===== src/hdl/lde_pkg.sv =====
// Shared constants and instruction codes for the ladder edge/bit logic
package lde_pkg;

    localparam int PT_W      = 6;
    localparam int PT_N      = 64;
    localparam int IN_N      = 16;
    localparam int WORD_W    = 16;
    localparam int WADDR_W   = 4;
    localparam int WORD_N    = 16;
    localparam int BIT_W     = 4;
    localparam int SLOT_W    = 4;
    localparam int SLOT_N    = 16;

    // Retentive range of points
    localparam logic [PT_W-1:0] RET_LO = 6'h20;
    localparam logic [PT_W-1:0] RET_HI = 6'h3f;

    localparam logic              BIT_RST  = 1'b0;
    localparam logic [WORD_W-1:0] WORD_RST = 16'h0000;
    localparam logic [PT_N-1:0]   IMG_RST  = 64'h0000_0000_0000_0000;

    typedef enum logic [3:0] {
        LDE_OP_LOAD,
        LDE_OP_OR,
        LDE_OP_AND,
        LDE_OP_NOT,
        LDE_OP_OUT,
        LDE_OP_OUT_BIT,
        LDE_OP_PULSE,
        LDE_OP_RISE_START,
        LDE_OP_FALL_START,
        LDE_OP_RISE_PAR,
        LDE_OP_FALL_PAR,
        LDE_OP_RISE_SER,
        LDE_OP_FALL_SER,
        LDE_OP_SET,
        LDE_OP_RST
    } lde_op_e;

endpackage


===== src/hdl/lde_edge_slots.sv =====
// Per-instruction previous-scan state for edge contacts and pulse outputs
`timescale 1ns/1ps
module lde_edge_slots
    import lde_pkg::*;
(
    input  wire logic              ref_clk,
    input  wire logic              rst,
    input  wire logic [SLOT_W-1:0] slot,
    input  wire logic              sample_we,
    input  wire logic              sample,
    input  wire logic              commit,
    output logic                   prev
);

    logic [SLOT_N-1:0] sample_r;
    logic [SLOT_N-1:0] prev_r;

    assign prev = prev_r[slot];

    genvar g;
    generate
        for (g = 0; g < SLOT_N; g++) begin : g_slot
            always_ff @(posedge ref_clk or posedge rst) begin
                if (rst) begin
                    sample_r[g] <= BIT_RST;
                end else if (sample_we && slot == SLOT_W'(g)) begin
                    sample_r[g] <= sample;
                end
            end

            // Copy taken only at scan end
            always_ff @(posedge ref_clk or posedge rst) begin
                if (rst) begin
                    prev_r[g] <= BIT_RST;
                end else if (commit) begin
                    prev_r[g] <= sample_r[g];
                end
            end
        end
    endgenerate

endmodule // lde_edge_slots


===== src/hdl/lde_rung_engine.sv =====
// Rung evaluation engine: bit outputs, inversion, one-shots, edges, set
`timescale 1ns/1ps
//
// Functional notes
// - Bit output writes rung status into selected bit 0..15 of a word.
// - Several bit outputs on one bit: last in program order wins.
// - Inversion replaces rung status with its complement.
// - Pulse output is on exactly one scan per rung off-to-on change.
// - Rising start contact begins rung, closed one scan after point rises.
// - Rising start on retentive point also closes on program-to-run.
// - Falling start contact begins rung, closed one scan after point falls.
// - Parallel rising contact ORs a one-scan closure on each rise.
// - Parallel falling contact ORs a one-scan closure on each fall.
// - Series rising contact ANDs a one-scan closure on each rise.
// - Series falling contact ANDs a one-scan closure on each fall.
// - Set turns on point or range; stays on until reset clears it, input points 0..15 only until the pins reload at scan end.
module lde_rung_engine
    import lde_pkg::*;
(
    input  wire logic               ref_clk,
    input  wire logic               rst,
    input  wire logic               run_mode,
    input  wire logic               scan_end,
    input  wire logic               instr_valid,
    input  wire lde_op_e            instr_op,
    input  wire logic [PT_W-1:0]    instr_pt,
    input  wire logic [PT_W-1:0]    instr_pt_end,
    input  wire logic [WADDR_W-1:0] instr_word,
    input  wire logic [BIT_W-1:0]   instr_bit,
    input  wire logic [SLOT_W-1:0]  instr_slot,
    input  wire logic [IN_N-1:0]    in_image,
    input  wire logic [WADDR_W-1:0] word_rd_addr,
    output logic [PT_N-1:0]         out_image,
    output logic [WORD_W-1:0]       word_rd_data,
    output logic                    rung_state,
    output logic                    first_scan
);

    logic [PT_N-1:0]   points_r;
    logic [WORD_W-1:0] words_r [WORD_N];
    logic              acc_r;
    logic              acc_nxt;
    logic              run_d_r;
    logic              first_scan_r;
    logic [PT_N-1:0]   out_image_r;
    logic [WORD_W-1:0] word_rd_data_r;

    logic              exec;
    logic              cur_pt;
    logic              prev_bit;
    logic              rise;
    logic              fall;
    logic              start_rise;
    logic              retentive;
    logic              sample_we;
    logic              sample;
    logic              edge_op;
    logic              wr_out;
    logic              wr_pulse;
    logic              wr_set;
    logic              wr_clr;
    logic              wr_bit;
    logic              pulse_val;

    // Instructions only run in run mode and never on the scan-end step
    assign exec   = instr_valid && run_mode && !scan_end;
    assign cur_pt = points_r[instr_pt];
    assign retentive = (instr_pt >= RET_LO) && (instr_pt <= RET_HI);

    // Edge terms of the contact, against the same slot's last scan
    always_comb begin
        rise       = cur_pt && !prev_bit;
        fall       = !cur_pt && prev_bit;
        start_rise = rise || (first_scan_r && retentive);
        pulse_val  = acc_r && !prev_bit;
    end

    always_comb begin
        case (instr_op)
            LDE_OP_RISE_START,
            LDE_OP_FALL_START,
            LDE_OP_RISE_PAR,
            LDE_OP_FALL_PAR,
            LDE_OP_RISE_SER,
            LDE_OP_FALL_SER: edge_op = 1'b1;
            default:         edge_op = 1'b0;
        endcase
    end

    // Edge contacts remember the point, pulse outputs remember the rung
    always_comb begin
        sample_we = exec && (edge_op || instr_op == LDE_OP_PULSE);
        if (instr_op == LDE_OP_PULSE) begin
            sample = acc_r;
        end else begin
            sample = cur_pt;
        end
    end

    // Point and word writes asked for by the current instruction
    always_comb begin
        wr_out   = 1'b0;
        wr_pulse = 1'b0;
        wr_set   = 1'b0;
        wr_clr   = 1'b0;
        wr_bit   = 1'b0;
        case (instr_op)
            LDE_OP_OUT: begin
                wr_out = exec;
            end
            LDE_OP_PULSE: begin
                wr_pulse = exec;
            end
            LDE_OP_SET: begin
                wr_set = exec && acc_r;
            end
            LDE_OP_RST: begin
                wr_clr = exec && acc_r;
            end
            LDE_OP_OUT_BIT: begin
                wr_bit = exec;
            end
            default: begin
                wr_out = 1'b0;
            end
        endcase
    end

    lde_edge_slots u_slots (
        .ref_clk   (ref_clk),
        .rst       (rst),
        .slot      (instr_slot),
        .sample_we (sample_we),
        .sample    (sample),
        .commit    (scan_end),
        .prev      (prev_bit)
    );

    // Rung accumulator
    always_comb begin
        acc_nxt = acc_r;
        case (instr_op)
            LDE_OP_LOAD: begin
                acc_nxt = cur_pt;
            end
            LDE_OP_OR: begin
                acc_nxt = acc_r | cur_pt;
            end
            LDE_OP_AND: begin
                acc_nxt = acc_r & cur_pt;
            end
            LDE_OP_NOT: begin
                acc_nxt = !acc_r;
            end
            LDE_OP_RISE_START: begin
                acc_nxt = start_rise;
            end
            LDE_OP_FALL_START: begin
                acc_nxt = fall;
            end
            LDE_OP_RISE_PAR: begin
                acc_nxt = acc_r | rise;
            end
            LDE_OP_FALL_PAR: begin
                acc_nxt = acc_r | fall;
            end
            LDE_OP_RISE_SER: begin
                acc_nxt = acc_r & rise;
            end
            LDE_OP_FALL_SER: begin
                acc_nxt = acc_r & fall;
            end
            default: begin
                acc_nxt = acc_r;
            end
        endcase
    end

    // Accumulator holds across idle and scan-end cycles
    always_ff @(posedge ref_clk or posedge rst) begin
        if (rst) begin
            acc_r <= BIT_RST;
        end else if (exec) begin
            acc_r <= acc_nxt;
        end
    end

    // Program-to-run detection; set wins over the scan-end clear
    always_ff @(posedge ref_clk or posedge rst) begin
        if (rst) begin
            run_d_r <= BIT_RST;
        end else begin
            run_d_r <= run_mode;
        end
    end

    always_ff @(posedge ref_clk or posedge rst) begin
        if (rst) begin
            first_scan_r <= BIT_RST;
        end else if (run_mode && !run_d_r) begin
            first_scan_r <= 1'b1;
        end else if (scan_end || !run_mode) begin
            first_scan_r <= 1'b0;
        end
    end

    // Point image, one flop per point; set and clear act only on a true rung
    genvar p;
    generate
        for (p = 0; p < PT_N; p++) begin : g_pt
            logic hit;
            logic in_range;
            logic wr_en;
            logic wr_val;

            assign hit      = (instr_pt == PT_W'(p));
            assign in_range = (PT_W'(p) >= instr_pt)
                              && (PT_W'(p) <= instr_pt_end);

            always_comb begin
                wr_en  = 1'b0;
                wr_val = 1'b0;
                if (hit && wr_out) begin
                    wr_en  = 1'b1;
                    wr_val = acc_r;
                end else if (hit && wr_pulse) begin
                    wr_en  = 1'b1;
                    wr_val = pulse_val;
                end else if (in_range && wr_set) begin
                    wr_en  = 1'b1;
                    wr_val = 1'b1;
                end else if (in_range && wr_clr) begin
                    wr_en  = 1'b1;
                    wr_val = 1'b0;
                end
            end

            if (p < IN_N) begin : g_in
                // Input points follow the pins, taken once per scan
                always_ff @(posedge ref_clk or posedge rst) begin
                    if (rst) begin
                        points_r[p] <= BIT_RST;
                    end else if (scan_end) begin
                        points_r[p] <= in_image[p];
                    end else if (wr_en) begin
                        points_r[p] <= wr_val;
                    end
                end
            end else begin : g_int
                always_ff @(posedge ref_clk or posedge rst) begin
                    if (rst) begin
                        points_r[p] <= BIT_RST;
                    end else if (wr_en) begin
                        points_r[p] <= wr_val;
                    end
                end
            end
        end
    endgenerate

    // Word memory; later writes in program order overwrite earlier ones
    genvar w;
    generate
        for (w = 0; w < WORD_N; w++) begin : g_word
            logic sel;

            assign sel = wr_bit && (instr_word == WADDR_W'(w));

            always_ff @(posedge ref_clk or posedge rst) begin
                if (rst) begin
                    words_r[w] <= WORD_RST;
                end else if (sel) begin
                    words_r[w][instr_bit] <= acc_r;
                end
            end
        end
    endgenerate

    // Registered read port; a write shows one cycle after it lands
    always_ff @(posedge ref_clk or posedge rst) begin
        if (rst) begin
            word_rd_data_r <= WORD_RST;
        end else begin
            word_rd_data_r <= words_r[word_rd_addr];
        end
    end

    // Output image refreshed once per scan
    always_ff @(posedge ref_clk or posedge rst) begin
        if (rst) begin
            out_image_r <= IMG_RST;
        end else if (scan_end) begin
            out_image_r <= points_r;
        end
    end

    assign out_image    = out_image_r;
    assign word_rd_data = word_rd_data_r;
    assign rung_state   = acc_r;
    assign first_scan   = first_scan_r;

endmodule // lde_rung_engine


===== config.mk =====
export PLATFORM = sky130hd
export DESIGN_NAME = lde_rung_engine
export DESIGN_NICKNAME = d
export VERILOG_FILES = /design/src/hdl/lde_pkg.sv /design/src/hdl/lde_edge_slots.sv /design/src/hdl/lde_rung_engine.sv
export SDC_FILE = /design/constraint.sdc
export NUM_CORES = 1
export LEC_CHECK = 0
export BUFFER_PORTS_ARGS = -buffer_cell sky130_fd_sc_hd__buf_4
export CAP_MARGIN = 10
export CELL_PAD_IN_SITES_DETAIL_PLACEMENT = 0
export CELL_PAD_IN_SITES_GLOBAL_PLACEMENT = 2
export CORE_UTILIZATION = 29
export DETAILED_ROUTE_END_ITERATION = 8
export GPL_ROUTABILITY_DRIVEN = 0
export GPL_TIMING_DRIVEN = 0
export HOLD_SLACK_MARGIN = 0.02
export PLACE_DENSITY_LB_ADDON = 0.08
export SLEW_MARGIN = 5
export SYNTH_ARGS = -nofsm -noshare
export SYNTH_HDL_FRONTEND = slang
export SYNTH_HIERARCHICAL = 1
export SYNTH_SLANG_ARGS = --single-unit
export TNS_END_PERCENT = 30

===== constraint.sdc =====
create_clock -name ref_clk -period 28.9 [get_ports ref_clk]
set_clock_uncertainty 0.15 [all_clocks]
set_input_delay 2.89 -clock ref_clk [delete_from_list [all_inputs] [get_ports ref_clk]]
set_output_delay 2.89 -clock ref_clk [all_outputs]
set_load 0.05 [all_outputs]

==> results.yml <==
power:
  net-switching-power_mw: 0.607
  p_leak_nw: 11.4
  pwr-share-comb_pct: 20.7
  vdd.ir_drop.worst_uv: 45.7
  cellInternalPower_mw: 1.13
  seqPwrFrac_pct: 37.4
  p_clk_share_pct: 42.0
  power.density_nw_per_um2: 64.2
  p_sw_share_pct: 35.0
logic_synthesis:
  syn_avg_cell_area_um2: 11.0
  synth_cell_types: 77
  synth_ff_type: "dfrtp_1"
  synth_cells: 2063
  synthArstFlopShare_pct: 100
  syn-num-nets: 2116
  ys_seq_elements: 435
  synth.area.top_cells: "dfrtp_1, mux2_2, mux4_2"
  yosysSeqAreaShare_pct: 47.9
  syn_area_um2: 22700
  yosys_warnings: 6
  yosysTopAreaCell: "dfrtp_1"
  synth_edf_count: 0
  synth_top_area_share_pct: 47.9
layout:
  final_cells: 3340
  final_common_cell: "dfrtp_1"
  drive_gt1_share_pct: 27.2
  syn_to_final_growth_pct: 19.0
  post-route-util_pct: 34.9
  final_nets: 2305
  layout_common_cells: "dfrtp_1, nand2_1, mux2_2"
cts:
  postCtsResizedCells: 0
  clk_latency_ns: 0.65
  cts_setup_buffers: 0
  cts_root_buf: "clkbuf_16"
  htreeDepth: 2
  clkTransAtPathRegs_ns: 0.05
  cts_hold_buf: 0
  cts_buffer_depth: 3
  cts_buffers: 56
  cts_tree: "done"
  cts_sinks: 435
sta:
  post-route-min-period_ns: 6.04
  slew-limit-headroom_pct: 8.06
  rsz0062_at_grt: "no"
  finalMaxSlewViolations: 0
  fin_setup_tns_ns: 0
  period_share_pct: 20.9
  holdWs_ns: 0.283
  fmax_ghz: 0.165
  worst_pin_slew_ns: 1.37
  hold_viol_final: 0
  finalSetupViolations: 0
critical_path:
  worstSetupPathType: "input port to flip-flop"
  reg2reg_depth: 7
  crit_fanout: 10
  critPathArrivalTime_ns: 6.45
  crit_path_end_kind: "flip-flop"
  required_ns: 29.30
  worstSetupStartpointType: "input port"
routing:
  wl_per_cell_um: 32.8
  drc: 0
  via_count: 19400
  via_per_inst: 5.80
  first_iter_violations: 1975
  dr.pass1.iters: 7
  ant_nets: 0
  routed_wl_mm: 110
global_route:
  grt_pass1_wl_mm: 154
  grt_max_degree: 109
  antenna_found_initial: 5
  grt_usage_pct: 27.7
  grt.overflow.total: 0
  grt_pass1_vias: 19600
placement:
  placed_cells: 3233
  io_buffers: 122
  post-dp-hpwl_mm: 75.8
floorplan:
  io_pins: 135
  initial_core_util_pct: 29.3
  fp-row-count: 102
  fp.dieH_um: 282
  fp.dieArea_um2: 79400
  die_w_um: 282
  coreArea_um2: 77500
job:
  cap_violations: 0
min_path:
  hold_depth: 1
  min_path_type: "flip-flop to flip-flop"
status:
  outcome: "completed"
path summary, 6_finish.rpt:
check                                      end  slack, ns         startpoint
max in group asynchronous          words_r[10]      24.91                rst
min in group asynchronous          words_r[67]       2.25                rst
min                                 first_scan       0.28            run_d_r
max reg2reg                       points_r[21]      24.94  u_slots/prev_r[3]
max                        u_slots/sample_r[1]      22.86        instr_pt[4]
min reg2reg                         first_scan       0.28            run_d_r
cell families (layout without fill, tap and decap cells):
logic type,count (synthesis),count (layout),synth area share [%]
xor+xnor,1,1,0.0386
mux,342,342,21.6
other cells,0,2,0
compound gates,574,574,16.2
flops,435,435,47.9
buf+inv,202,437,3.56
simple gates,509,509,10.7
area by class of cell:
cell class | instances | area, µm²
well taps | 1040 | 1300
fillers | 7910 | 50400
plain buffers | 190 | 768
diodes | 2 | 5.00
clock buffers | 89 | 1700
repair buffers | 131 | 1090
clock inverters | 15 | 198
flip-flops and latches | 435 | 10900
inverters | 12 | 52.6
multi-input cells | 1426 | 11000
sequential cells by signal (all words and copies together), names as in the netlist:
signal / count
run_d_r: 1
word_rd_data: 16
u_slots/prev_r: 16
u_slots/sample_r: 16
points_r: 64
words_r: 256
out_image: 64
first_scan: 1
rung_state: 1
power groups by stage:
stage | clock network (mW) | registers (mW) | logic, mW
5_1_grt | 0.769 | 0.651 | 0.369
4_1_cts | 0.745 | 0.649 | 0.358
3_5_place_dp | 0 | 0.660 | 0.356
6_report | 0.729 | 0.649 | 0.359
3_3_place_gp | 0 | 0.660 | 0.354
2_1_floorplan | 0 | 0.685 | 0.139
per-layer routing:
| layer | vias to the layer above | global-route usage [%] | share of wire, % |
|---|---|---|---|
| li1 | 8123 | - | - |
| met2 | 823 | 46.7 | 49 |
| met4 | 6 | 13.0 | 5.2 |
| met5 | - | 0 | 0.035 |
| met3 | 249 | 4.69 | 6.0 |
| met1 | 10200 | 34.3 | 40 |
worst max-delay path: stages:
cell      delay [ns]
clkbuf_1        0.31
buf_2           0.28
clkbuf_1        0.60
nand3_1         0.16
nand3_1         0.28
nand2_1         0.11
a31o_2          0.32
o21ai_0         0.78
clkbuf_1        0.45
mux2_2          0.25
cells in the mapped netlist (17+ instances only):
cell,count
o22ai_1,17
o21ai_0,228
nand2_1,243
o31ai_1,130
nor2_1,72
nand3_1,44
clkbuf_1,138
mux4_2,94
buf_1,18
nor3_1,27
dfrtp_1,435
nor2b_1,17
buf_2,32
o211ai_1,21
a21oi_1,42
nand2b_1,22
mux2_2,237
stage by stage:
| stage | instance area (µm²) | setup WS (ns) | power [mW] |
|---|---|---|---|
| final | 27000 | 22.86 | 1.74 |
| after floorplan | 22700 | 14.65 | 0.824 |
| after detailed placement | 25100 | 22.34 | 1.02 |
| after CTS | 27000 | 23.02 | 1.75 |
| after global placement | 24900 | 8.79 | 1.01 |
| after global routing | 27000 | 22.72 | 1.79 |
(Power assumes the default switching activity.)
